File: src/logic/cwb_pkg.sv
// Package of register map, field positions and timing constants for cwb.
// Operation
// RQ1: Watchdog is forced off while a fallback image is being loaded.
// RQ2: Watchdog bit 31 enables user-mode monitoring; resets to 0.
// RQ3: User-mode watchdog counts on the oscillator clock divided by 256.
// RQ4: Watchdog bit 30 enables configuration monitoring; resets to 0.
// RQ5: Config watchdog counts config clock, external clock after header read.
// RQ6: Watchdog bits 29..0 hold the time-out count; reset to zero.
// RQ7: Boot history clears only on power-on, program pin or scan reprogram.
// RQ8: At end of startup or error, current group shifts to previous, reloads.
// RQ9: Current group bits 6..0: wrap, CRC, ID, watchdog, internal, fallback, valid.
// RQ10: Previous group bits 14..8 same order; bit 7 and 31..15 reserved.
// RQ11: Wraparound error reported only in asynchronous parallel flash mode.
// RQ12: Fallback sets the fallback flag and drives revision select to 00.
// RQ13: All boot history fields power up as zero.
// RQ14: Control register 1 writes change only bits enabled in the mask.
// RQ15: Control register 1 bit 23 enables readback capture; default 0.
// RQ16: Flash options bit 27 selects synchronous parallel reads; default 0.
// RQ17: Flash options bits 26..12 hold the parallel flash read config value.
// RQ18: Flash options bit 10 selects 32-bit serial addresses; default 24-bit.
// RQ19: Flash options bits 9..8 give serial lane count; default one line.
// RQ20: Flash options bits 7..0 hold serial read instruction; reset 0x0b.
// RQ21: Enabled watchdog reaching time-out flags error and starts fallback.
package cwb_pkg;
    // Register indices; byte address is four times the index.
    localparam logic [7:0] IDX_WATCHDOG = 8'h11;
    localparam logic [7:0] IDX_BOOT_HIST = 8'h16;
    localparam logic [7:0] IDX_CTL_ONE = 8'h18;
    localparam logic [7:0] IDX_FLASH_OPT = 8'h1f;
    localparam logic [7:0] IDX_MASK = 8'h20;
    localparam logic [7:0] IDX_STATUS = 8'h21;
    localparam int ADDR_LSB = 2;
    // Watchdog fields.
    localparam int WD_USER_BIT = 31;
    localparam int WD_CFG_BIT = 30;
    localparam int WD_VAL_W = 30;
    localparam logic [31:0] WD_RESET = 32'h0000_0000;
    localparam int WD_DIV = 256;
    // Boot history fields within one group.
    localparam int BH_WRAP = 6;
    localparam int BH_CRC = 5;
    localparam int BH_ID = 4;
    localparam int BH_WDOG = 3;
    localparam int BH_IPROG = 2;
    localparam int BH_FALLBACK = 1;
    localparam int BH_VALID = 0;
    localparam int BH_PREV_LSB = 8;
    localparam int BH_GRP_W = 7;
    // Control register 1.
    localparam int CTL_CAPTURE_BIT = 23;
    localparam logic [31:0] CTL_RESET = 32'h0000_0000;
    localparam logic [31:0] MASK_RESET = 32'h0000_0000;
    // Flash options fields.
    localparam int FO_SYNC_BIT = 27;
    localparam int FO_RCR_MSB = 26;
    localparam int FO_RCR_LSB = 12;
    localparam int FO_WIDE_BIT = 10;
    localparam int FO_LANE_MSB = 9;
    localparam int FO_LANE_LSB = 8;
    localparam int FO_INSTR_MSB = 7;
    localparam logic [31:0] FO_RESET = 32'h0000_000b;
    localparam logic [31:0] FO_WMASK = 32'h0fff_f7ff;
    localparam logic [1:0] RS_FALLBACK = 2'h0;
endpackage

File: src/logic/cwb_div.sv
// Clock-enable divider that produces the user-mode watchdog tick.
`timescale 1ns/100ps
module cwb_div (
    // Clock and reset.
    input wire logic clk,
    input wire logic rst_b,
    input wire logic ce,
    // Oscillator tick in, divided tick out.
    input wire logic osc_tick,
    output logic div_tick
);
    typedef struct packed {
        logic [7:0] cnt;
        logic tick;
    } cwb_div_s;
    cwb_div_s s_q;
    cwb_div_s s_d;

    // Count oscillator ticks and pulse once every 256 of them.
    always_comb begin
        s_d = s_q;
        s_d.tick = 1'b0;
        if (osc_tick) begin
            s_d.cnt = s_q.cnt + 8'h01; // RQ3
            s_d.tick = (s_q.cnt == 8'(cwb_pkg::WD_DIV - 1));
        end
    end

    // Register the divider state.
    always_ff @(posedge clk or negedge rst_b) begin
        if (!rst_b) begin
            s_q <= '0;
        end else if (ce) begin
            s_q <= s_d;
        end
    end

    assign div_tick = s_q.tick;
endmodule // cwb_div

File: src/logic/cwb_regs.sv
// Watchdog, boot history, masked control and flash option registers.
//
// Design decision made here: the Wishbone interface to the registers.
`timescale 1ns/100ps
module cwb_regs (
    // Clock, reset and freeze.
    input wire logic clk,
    input wire logic rst_b,
    input wire logic ce,
    // Wishbone slave.
    input wire logic cyc_i,
    input wire logic stb_i,
    input wire logic we_i,
    input wire logic [7:0] adr_i,
    input wire logic [3:0] sel_i,
    input wire logic [31:0] dat_i,
    output logic [31:0] dat_o,
    output logic ack_o,
    // Boot history clear sources.
    input wire logic program_pin,
    input wire logic scan_reprogram_instruction,
    // Configuration progress and error events.
    input wire logic user_mode,
    input wire logic fallback_image,
    input wire logic end_of_startup,
    input wire logic crc_err,
    input wire logic cur_id_err,
    input wire logic wrap_err,
    input wire logic cur_internal_reprogram,
    // Watchdog clock ticks.
    input wire logic configuration_clock,
    input wire logic external_config_clock,
    input wire logic use_external_clock,
    input wire logic header_read,
    input wire logic internal_config_osc_clock,
    // Outputs to configuration logic.
    output logic wd_timeout,
    output logic fallback_start,
    output logic [1:0] revision_select_out,
    output logic revision_select_oe,
    output logic readback_capture_en,
    output logic pflash_sync_read_sel,
    output logic [14:0] pflash_read_cfg_value,
    output logic sflash_wide_addr_sel,
    output logic [1:0] sflash_lane_count,
    output logic [7:0] sflash_read_instr
);
    typedef struct packed {
        logic [31:0] wd;
        logic [29:0] wd_cnt;
        logic [6:0] cur;
        logic [6:0] prev;
        logic [31:0] ctl;
        logic [31:0] mask;
        logic [31:0] fo;
        logic fallback_active;
        logic [31:0] rdata;
        logic ack;
        logic tmo;
    } cwb_regs_s;
    cwb_regs_s s_q;
    cwb_regs_s s_d;
    logic div_tick;

    // Byte-lane merge used by every writable register.
    function automatic logic [31:0] lane_merge(input logic [31:0] old,
            input logic [31:0] nw, input logic [3:0] sel);
        logic [31:0] r;
        r = old;
        for (int i = 0; i < 4; i++) begin
            if (sel[i]) begin
                r[i*8 +: 8] = nw[i*8 +: 8];
            end
        end
        return r;
    endfunction

    cwb_div u_div (
        .clk(clk),
        .rst_b(rst_b),
        .ce(ce),
        .osc_tick(internal_config_osc_clock),
        .div_tick(div_tick)
    );

    logic wb_hit;
    logic wr;
    logic [7:0] idx;
    logic wd_on;
    logic wd_tick;
    logic bh_event;
    logic [6:0] new_stat;
    logic [31:0] ctl_w;
    assign wb_hit = cyc_i && stb_i && !s_q.ack;
    assign wr = wb_hit && we_i;
    assign idx = {2'h0, adr_i[7:cwb_pkg::ADDR_LSB]};

    // Watchdog runs only in the enabled phase and never for fallback images.
    always_comb begin
        wd_on = (user_mode ? s_q.wd[cwb_pkg::WD_USER_BIT] // RQ2
                           : s_q.wd[cwb_pkg::WD_CFG_BIT]) // RQ4
                && !fallback_image; // RQ1
        if (user_mode) begin
            wd_tick = div_tick; // RQ3
        end else if (use_external_clock && header_read) begin
            wd_tick = external_config_clock; // RQ5
        end else begin
            wd_tick = configuration_clock; // RQ5
        end
    end

    // Events that shift the boot history and the status loaded with them.
    always_comb begin
        bh_event = end_of_startup || crc_err || cur_id_err || s_q.tmo
                   || (wrap_err && !s_q.fo[cwb_pkg::FO_SYNC_BIT]);
        new_stat = '0;
        new_stat[cwb_pkg::BH_WRAP] = wrap_err
            && !s_q.fo[cwb_pkg::FO_SYNC_BIT]; // RQ11
        new_stat[cwb_pkg::BH_CRC] = crc_err; // RQ9
        new_stat[cwb_pkg::BH_ID] = cur_id_err;
        new_stat[cwb_pkg::BH_WDOG] = s_q.tmo; // RQ21
        new_stat[cwb_pkg::BH_IPROG] = cur_internal_reprogram;
        new_stat[cwb_pkg::BH_FALLBACK] = fallback_image; // RQ12
        new_stat[cwb_pkg::BH_VALID] = end_of_startup;
        ctl_w = lane_merge(s_q.ctl, dat_i, sel_i);
    end

    // Next-state logic for registers, counter and bus answer.
    always_comb begin
        s_d = s_q;
        s_d.ack = wb_hit;
        s_d.tmo = 1'b0;
        // Counter restarts whenever the watchdog is not armed.
        if (!wd_on) begin
            s_d.wd_cnt = '0;
        end else if (wd_tick) begin
            if (s_q.wd_cnt == s_q.wd[cwb_pkg::WD_VAL_W-1:0]) begin
                s_d.tmo = 1'b1; // RQ21
                s_d.wd_cnt = '0;
            end else begin
                s_d.wd_cnt = s_q.wd_cnt + 30'h1;
            end
        end
        if (bh_event) begin
            s_d.prev = s_q.cur; // RQ8
            s_d.cur = new_stat; // RQ8
        end
        if (s_q.tmo) begin
            s_d.fallback_active = 1'b1; // RQ12
        end
        // Clearing sources besides power-on reset; events only shift history, bus writes never touch it.
        if (program_pin || scan_reprogram_instruction) begin
            s_d.cur = '0; // RQ7
            s_d.prev = '0; // RQ7
            s_d.fallback_active = 1'b0;
        end
        if (wr) begin
            unique case (idx)
                cwb_pkg::IDX_WATCHDOG:
                    s_d.wd = lane_merge(s_q.wd, dat_i, sel_i); // RQ6
                cwb_pkg::IDX_CTL_ONE:
                    s_d.ctl = (s_q.ctl & ~s_q.mask)
                              | (ctl_w & s_q.mask); // RQ14
                cwb_pkg::IDX_MASK:
                    s_d.mask = lane_merge(s_q.mask, dat_i, sel_i);
                cwb_pkg::IDX_FLASH_OPT:
                    s_d.fo = lane_merge(s_q.fo, dat_i, sel_i)
                             & cwb_pkg::FO_WMASK; // RQ20
                default: begin
                end
            endcase
        end
        // Reads answer from a register; unmapped addresses read zero.
        s_d.rdata = '0;
        if (wb_hit && !we_i) begin
            unique case (idx)
                cwb_pkg::IDX_WATCHDOG: s_d.rdata = s_q.wd;
                cwb_pkg::IDX_BOOT_HIST:
                    s_d.rdata = {17'h0, s_q.prev, 1'b0, s_q.cur}; // RQ10
                cwb_pkg::IDX_CTL_ONE:
                    s_d.rdata = {8'h0, s_q.ctl[cwb_pkg::CTL_CAPTURE_BIT],
                                 23'h0}; // RQ15
                cwb_pkg::IDX_MASK: s_d.rdata = s_q.mask;
                cwb_pkg::IDX_FLASH_OPT: s_d.rdata = s_q.fo;
                cwb_pkg::IDX_STATUS:
                    s_d.rdata = {2'h0, s_q.wd_cnt};
                default: s_d.rdata = '0;
            endcase
        end
    end

    // State register; power-on reset zeroes history and loads defaults.
    always_ff @(posedge clk or negedge rst_b) begin
        if (!rst_b) begin
            s_q <= '0; // RQ13
            s_q.wd <= cwb_pkg::WD_RESET;
            s_q.ctl <= cwb_pkg::CTL_RESET;
            s_q.mask <= cwb_pkg::MASK_RESET;
            s_q.fo <= cwb_pkg::FO_RESET; // RQ20
        end else if (ce) begin
            s_q <= s_d;
        end
    end

    // Outputs decoded from the register copies.
    assign dat_o = s_q.rdata;
    assign ack_o = s_q.ack;
    assign wd_timeout = s_q.tmo;
    assign fallback_start = s_q.tmo; // RQ21
    assign revision_select_out = cwb_pkg::RS_FALLBACK; // RQ12
    assign revision_select_oe = s_q.fallback_active; // RQ12
    assign readback_capture_en = s_q.ctl[cwb_pkg::CTL_CAPTURE_BIT]; // RQ15
    assign pflash_sync_read_sel = s_q.fo[cwb_pkg::FO_SYNC_BIT]; // RQ16
    assign pflash_read_cfg_value =
        s_q.fo[cwb_pkg::FO_RCR_MSB:cwb_pkg::FO_RCR_LSB]; // RQ17
    assign sflash_wide_addr_sel = s_q.fo[cwb_pkg::FO_WIDE_BIT]; // RQ18
    assign sflash_lane_count =
        s_q.fo[cwb_pkg::FO_LANE_MSB:cwb_pkg::FO_LANE_LSB]; // RQ19
    assign sflash_read_instr = s_q.fo[cwb_pkg::FO_INSTR_MSB:0]; // RQ20

    // Timeout must be followed by the watchdog flag in the history.
    wd_flag_set_a: assert property (@(posedge clk) disable iff (!rst_b) // RQ21
        ce && s_q.tmo && !program_pin && !scan_reprogram_instruction
        |=> s_q.cur[cwb_pkg::BH_WDOG])
        else $error("watchdog timeout not recorded");
    // Fallback image keeps the counter parked.
    wd_fallback_off_a: assert property (@(posedge clk) disable iff (!rst_b)
        ce && fallback_image |=> s_q.wd_cnt == '0) // RQ1
        else $error("watchdog ran during fallback");
    // History shift moves current into previous.
    bh_shift_a: assert property (@(posedge clk) disable iff (!rst_b) // RQ8
        ce && bh_event && !program_pin && !scan_reprogram_instruction
        |=> s_q.prev == $past(s_q.cur))
        else $error("boot history did not shift");
    // Program clears both groups.
    bh_clear_a: assert property (@(posedge clk) disable iff (!rst_b) // RQ7
        ce && program_pin |=> s_q.cur == '0 && s_q.prev == '0)
        else $error("boot history not cleared");
    // Wrap error never recorded in synchronous mode.
    wrap_sync_a: assert property (@(posedge clk) disable iff (!rst_b) // RQ11
        ce && s_q.fo[cwb_pkg::FO_SYNC_BIT] && bh_event
        |=> !s_q.cur[cwb_pkg::BH_WRAP])
        else $error("wrap error in sync mode");
    // Masked-off bits of control register 1 hold.
    ctl_mask_a: assert property (@(posedge clk) disable iff (!rst_b) // RQ14
        ce && wr && idx == cwb_pkg::IDX_CTL_ONE
        |=> ((s_q.ctl ^ $past(s_q.ctl)) & $past(s_q.mask)) ==
            (s_q.ctl ^ $past(s_q.ctl)))
        else $error("masked control bit changed");
    // Every request is acknowledged the next cycle for one cycle.
    bus_ack_a: assert property (@(posedge clk) disable iff (!rst_b)
        ce && wb_hit |=> ack_o ##1 !ack_o || !ce)
        else $error("bus ack timing wrong");
    // Revision select is driven after a fallback starts.
    rs_drive_a: assert property (@(posedge clk) disable iff (!rst_b) // RQ12
        ce && s_q.tmo && !program_pin && !scan_reprogram_instruction
        |=> revision_select_oe && revision_select_out == 2'h0)
        else $error("revision select not driven");
endmodule // cwb_regs

File: config.mk
export PLATFORM = sky130hd
export DESIGN_NAME = cwb_regs
export DESIGN_NICKNAME = d
export VERILOG_FILES = /design/src/logic/cwb_pkg.sv /design/src/logic/cwb_div.sv /design/src/logic/cwb_regs.sv
export SDC_FILE = /design/constraint.sdc
export NUM_CORES = 1
export LEC_CHECK = 0
export BUFFER_PORTS_ARGS = -buffer_cell sky130_fd_sc_hd__clkbuf_2
export CAP_MARGIN = 20
export CORE_MARGIN = 2
export CORE_UTILIZATION = 50
export CTS_CLUSTER_SIZE = 10
export DETAILED_ROUTE_END_ITERATION = 16
export PLACE_DENSITY = 0.71
export SYNTH_ARGS = -nofsm -noshare
export SYNTH_HDL_FRONTEND = slang
export SYNTH_HIERARCHICAL = 1
export SYNTH_SLANG_ARGS = --single-unit
File: constraint.sdc
create_clock -name clk -period 2.84 [get_ports clk]
set_input_delay 0 -clock clk [delete_from_list [all_inputs] [get_ports clk]]
set_output_delay 0 -clock clk [all_outputs]
set_load 0.005 [all_outputs]
==> results of run 1 <==
tightest hold or removal path, delay by kind of cell:
| kind | cells | cell delay, ps |
|---|---|---|
| multiplexers | 1 | 170 |
| AND/OR/NAND/NOR | 1 | 140 |
| buffers and inverters | 1 | 120 |
what timing repair did:
item	CTS	global route
hold buffers	40	0
buffers inserted	0	0
gates resized for setup	0	0
endpoints found under the hold margin	186	0
layer usage:
metal  global-route usage [%]  share of wire (%)
met1                     32.7                 46
met2                     36.7                 47
met3                     5.04                5.1
met4                     7.87                1.9
met5                        0                  0
stage by stage:
| stage | util [%] | hold WS (ps) | area, sq um |
|---|---|---|---|
| 2_1_floorplan | - | -296 | 9070 |
| 3_3_place_gp | 52.9 | 123 | 9470 |
| 3_5_place_dp | 52.9 | 125 | 9470 |
| 4_1_cts | 58.6 | 11.4 | 10500 |
| 5_1_grt | 58.6 | 23.0 | 10500 |
| 6_report | 58.6 | 11.3 | 10500 |
final timing paths:
| check | endpoint | startpoint | cells after the start |
|---|---|---|---|
| max | s_q[155] | s_q[161] | 6 |
| min in group asynchronous | dat_o[20] | rst_b | 2 |
| min | s_q[90] | sel_i[2] | 3 |
| max reg2reg | s_q[155] | s_q[161] | 6 |
| min reg2reg | u_div/s_q[8] | u_div/s_q[8] | 1 |
| max in group asynchronous | sflash_read_instr[3] | rst_b | 3 |
area by class of cell:
| type | instances | share of cell area [%] |
|---|---|---|
| repair buffers | 181 | 11.2 |
| well taps | 229 | 2.73 |
| clock inverters | 13 | 1.70 |
| flip-flops and latches | 180 | 42.9 |
| clock buffers | 19 | 4.22 |
| multi-input cells | 480 | 35.3 |
| inverters | 52 | 1.86 |
state kept, by name (all words and copies together) (netlist names), named ones only:
register / flops
revision_select_oe: 1
sflash_lane_count: 2
sflash_wide_addr_sel: 1
u_div/div_tick: 1
s_q: 108
sflash_read_instr: 8
u_div/s_q: 8
ack_o: 1
pflash_read_cfg_value: 15
pflash_sync_read_sel: 1
fallback_start: 1
dat_o: 32
report_power, final:
part / switching, mW / internal [mW] / leakage [nW]
Sequential: 0.0704 / 2.64 / 2.48
Clock: 1.01 / 1.49 / 0.307
Combinational: 0.235 / 0.168 / 2.15
Total: 1.31 / 4.30 / 4.94
logic make-up after synthesis:
logic type               synth area share, %
flip-flops                              49.7
buffers and inverters                   9.39
adder cells (fa/ha/maj)                0.276
other                                 0.0414
AO/OA/AOI/OAI                           11.4
XOR/XNOR                                5.22
AND/OR/NAND/NOR                         12.1
multiplexers                            11.8
synthesized netlist by cell type, types with 2 or more instances:
| library cell | n |
|---|---|
| dfrtp_1 | 177 |
| mux2_2 | 92 |
| buf_4 | 60 |
| nand2_1 | 55 |
| inv_1 | 52 |
| xnor2_1 | 37 |
| o22ai_1 | 33 |
| nand3_1 | 29 |
| nor2_1 | 29 |
| a221oi_1 | 28 |
| clkbuf_1 | 27 |
| nand4_1 | 20 |
| xor2_1 | 17 |
| o21ai_0 | 16 |
| a222oi_1 | 15 |
| a22o_1 | 15 |
| buf_2 | 13 |
| and3_1 | 10 |
| nor2_2 | 9 |
| nor3_1 | 7 |
| a21oi_1 | 5 |
| a221o_1 | 4 |
| nand3_4 | 4 |
| o311ai_0 | 4 |
| and2_1 | 3 |
| buf_6 | 3 |
| dfstp_2 | 3 |
| nor4_1 | 3 |
| nor4_2 | 3 |
| a22oi_1 | 2 |
| a32o_1 | 2 |
| and2b_1 | 2 |
| and4_1 | 2 |
| ha_1 | 2 |
| mux2i_1 | 2 |
| nand2_2 | 2 |
| nor4b_4 | 2 |
| or3_1 | 2 |
cell usage in the layout, fill, tap and decap left out, types with 29 or more instances in the layout:
master / instances
clkbuf_2: 124
dfrtp_1: 177
dlygate4sd3_1: 40
inv_1: 52
mux2_2: 92
nand2_1: 55
nand3_1: 29
nor2_1: 29
o22ai_1: 33
xnor2_1: 37
==> results.md, run 1 <==
- Footprint of the multi-input gates: 0.00371 sq mm
- CTS tree: built
- Pins over their slew limit: 0
- Final Hold Vio Count: 0
- IO Pins: 130
- Setup ws final: 449 ps
- Share of cells above drive strength 1: 31.8%
- PortBufs: 125
- Post-DP HPWL: 15200 um
- Reg-to-reg slack, setup: 450 ps
- Top cells by area, synth: dfrtp_1 49%, mux2_2 11%, buf_4 5.0%, xnor2_1 3.6%, a221oi_1 2.7%
- Post-layout min period: 2390 ps
- Worst EP arrival: 2690 ps
- CTS HTree Levels: 4
- WL final: 21900 um
- WL per Instance: 18.9 um
- First drt pass iteration count: 8
- Iteration-0 DRC Markers: 513
- Crit-path max cell delay: 500 ps
- Sequential area share after synthesis: 49.7%
- Die Width: 139 um
- Via density: 5.76
- Top delay family on crit path: simple AND/OR/NAND/NOR gates
- Clock transition time at the flip-flop clock pins of the worst setup and hold paths: 70 ps
- GP Congestion: 0.853
- Total grt overflow: 0
- Nets@finish: 978
- Initial core utilization: 50.6%
- Antenna cells: 0
- Cells after synthesis: 815
- Crit start category: register
- Yosys top cell by area: dfrtp_1
- Initial antenna violation count: 0
- Final-layout fill cell count: 1513
- Area Overhead vs Synth: 15.8%
- Post-synth EDFFs: 0
- Yosys top cell area share: 48.9%
- Largest net degree at the start of global routing: 86
- Vias after detailed routing: 6646
- CTS Buf Count: 17
- Inst Count DP: 1082
- Slowest-stage cell, CP: a21oi_4
- Die Footprint: 0.0192 sq mm
- Seq. cell area: 0.00451 sq mm
- Synth warn: 6
- Core footprint: 0.0179 sq mm
- RSZ-0062 raised after global routing: no
- Final Skew: 12.8 ps
- Status: finished, final reports clean
- WP data required: 3140 ps
- Post-synth cell types: 62
- DR DRC count: 0
- Final period util: 84.2%
- Tot Pwr: 5.61 mW
- Leak: 4.94 nW
- Setup Total Neg Slack: 0 ps
- Post-route insts no fill: 1154
- Place WS: 481 ps
- Top_reg_cell synth: dfrtp_1
- CP Class: reg -> reg
- CTS root buffer: clkbuf_16
- Crit-path max FO: 17
- Peak supply drop: 397 uV
- Hold crit path type: in -> reg
- CP cell instances: xnor2_1 -> nand4_1 -> nor4_1 -> nand2_1 -> a21oi_4 -> nor2_1
- Synth Cell Area: 0.00906 sq mm
- CTS Sinks: 180
- Ys async rst share: 100%
- First-pass GRT wire length: 35700 um
- Clock Path Buffers: 2
- Fmax achieved: 0.418 GHz
- Total GRT Usage: 23.4%
- Clock latency on the worst-skew pair: 440 ps
- Max-cap viol count: 0
- Synthesized area per cell: 11.1 sq um
- Num rows: 49
- FF+latch count, synth: 180
- CP Capture Type: register
- Antenna violation net count after detailed routing: 0
- Worst slew pin tran: 988 ps
- Number of global-route vias before repair: 6606
- Die Height: 139 um
- Relative slew slack: 34.1%
- Final setup vio count: 0
- PD cells: 534 mW/mm^2
- Crit path buf inv count: 0
Note: power is estimated with default switching activity, not from simulation.
==> run 2: changes to the inputs <==
--- a/config.mk
+++ b/config.mk
@@ -11,7 +11,7 @@
 export CORE_UTILIZATION = 50
 export CTS_CLUSTER_SIZE = 10
 export DETAILED_ROUTE_END_ITERATION = 16
-export PLACE_DENSITY = 0.71
+export PLACE_DENSITY = 0.74
 export SYNTH_ARGS = -nofsm -noshare
 export SYNTH_HDL_FRONTEND = slang
 export SYNTH_HIERARCHICAL = 1
==> constraint.sdc (replaced) <==
create_clock -name clk -period 2.18 [get_ports clk]
set_input_delay 0 -clock clk [delete_from_list [all_inputs] [get_ports clk]]
set_output_delay 0 -clock clk [all_outputs]
set_load 0.005 [all_outputs]
==> results.md, run 2 (synthesis gave the netlist of run 1 again) <==
- DP Area: 0.00975 sq mm
- Clock transition time at the flip-flop clock pins of the worst setup and hold paths: 60 ps
- Final Hold Vio Count: 0
- Die Height: 139 um
- First-pass GRT wire length: 37000 um
- Final Cell Area: 0.0108 sq mm
- Max reg flops: 108
- Int Pwr: 5.62 mW
- Gate power share: 7.7%
- Initial antenna violation count: 1
- CTS tree: built
- Post-DP HPWL: 15500 um
- Number of global-route vias before repair: 6855
- Relative slew slack: 58.6%
- Worst hold margin: 24.2 ps
- First drt pass iteration count: 5
- Crit-path max FO: 15
- Switching Share: 23.3%
- Crit start category: register
- Clock Path Buffers: 2
- Pins over their slew limit: 0
- CTS Buf Count: 17
- Tot Pwr: 7.33 mW
- Die Width: 139 um
- Most common cell after layout, fill and taps aside: dfrtp_1
- Peak supply drop: 626 uV
- Routed wl met2: 10800 um
- WL per Instance: 19.3 um
- CP Class: reg -> reg
- R2r startpoint: s_q[172]
- Top reg by flops: s_q
- Initial core utilization: 50.6%
- Final Util: 60.3%
- Most frequent cells in the layout: 177 x dfrtp_1, 124 x clkbuf_2, 92 x mux2_2, 55 x nand2_1, 52 x inv_1
- Largest net degree at the start of global routing: 68
- Sw Pwr: 1.71 mW
- Total grt overflow: 0
- Post-layout min period: 2160 ps
- Final setup vio count: 0
- Via density: 5.79
- Hold crit path type: in -> reg
- Max-cap viol count: 0
- Area Overhead vs Synth: 19.1%
- Nets@finish: 1011
- Iteration-0 DRC Markers: 692
- Num rows: 49
- WP data required: 2490 ps
- Vias after detailed routing: 6878
- IO Pins: 130
- Total GRT Usage: 24.4%
- Total setup buffers inserted after CTS: 0
- Clock latency on the worst-skew pair: 430 ps
- CTS root buffer: clkbuf_16
- DR DRC count: 0
- GP Congestion: 0.913
- Antenna violation net count after detailed routing: 0
- Leak: 5.14 nW
- Met1 wire length: 10000 um
- CP Capture Type: register
- Share of cells above drive strength 1: 34.4%
- WL final: 22900 um
- PortBufs: 125
- PD cells: 679 mW/mm^2
- CTS Sinks: 180
- Met3 Wirelength: 1510 um
- Flop pwr share: 48.2%
- Top Layer Used: met4
- Place WS: 49.7 ps
- Hold Startpoint: sel_i[0]
- Final Skew: 9.74 ps
- Final period util: 99.2%
- Post-route insts no fill: 1188
- Status: finished, final reports clean
- Setup Total Neg Slack: 0 ps
- CTS HTree Levels: 4
- Worst slew pin tran: 617 ps
- Inst Count DP: 1116
- Core footprint: 0.0179 sq mm
- Setup ws final: 17.2 ps
- CP Launch Point: s_q[172]
- Fmax achieved: 0.462 GHz
- Worst EP arrival: 2470 ps
- Share of total power in the clock network: 44.1%
- Die Footprint: 0.0192 sq mm
run 2: path summary, 6_finish.rpt:
check	end	slack [ps]	depth (start not counted)
worst max-delay path	s_q[166]	20	6
worst min-delay path	s_q[67]	20	3
worst max register to register	s_q[166]	20	6
worst min register to register	u_div/s_q[8]	470	1
max in group asynchronous	sflash_read_instr[3]	1360	3
min in group asynchronous	u_div/s_q[4]	80	2
run 2: power by group through the flow:
stage               Sequential [mW]  Combinational (mW)  Clock, mW
floorplan                      3.57               0.260          0
global placement               3.59               0.487          0
detailed placement             3.59               0.501          0
CTS                            3.53               0.560       3.28
global route                   3.54               0.624       3.42
finish                         3.53               0.563       3.24
run 2: final cells by class:
type                    instances  area, sq um
clock inverters                13          180
multi-input cells             480         3730
clock buffers                  19          443
flip-flops and latches        180         4510
inverters                      52          195
well taps                     229          287
repair buffers                214         1450
diodes                          1         2.50
fillers                      1443         7110
run 2: layer usage:
metal,global-route usage (%),vias up
li1,-,3147
met5,0,-
met3,5.66,49
met2,38.0,279
met4,8.51,0
met1,33.9,3403
run 2: worst max-delay path: stages, from the launching register on:
cell and delay, ps:
dfrtp_1 450, xnor2_1 260, nand4_1 170, nor4_2 460
a21oi_4 220, and3_1 220, a221o_1 270
run 2: repair_timing:
action	CTS	global route
hold buffers	39	0
setup endpoints to repair	0	11
endpoints found under the hold margin	264	0
gates resized for setup	0	4
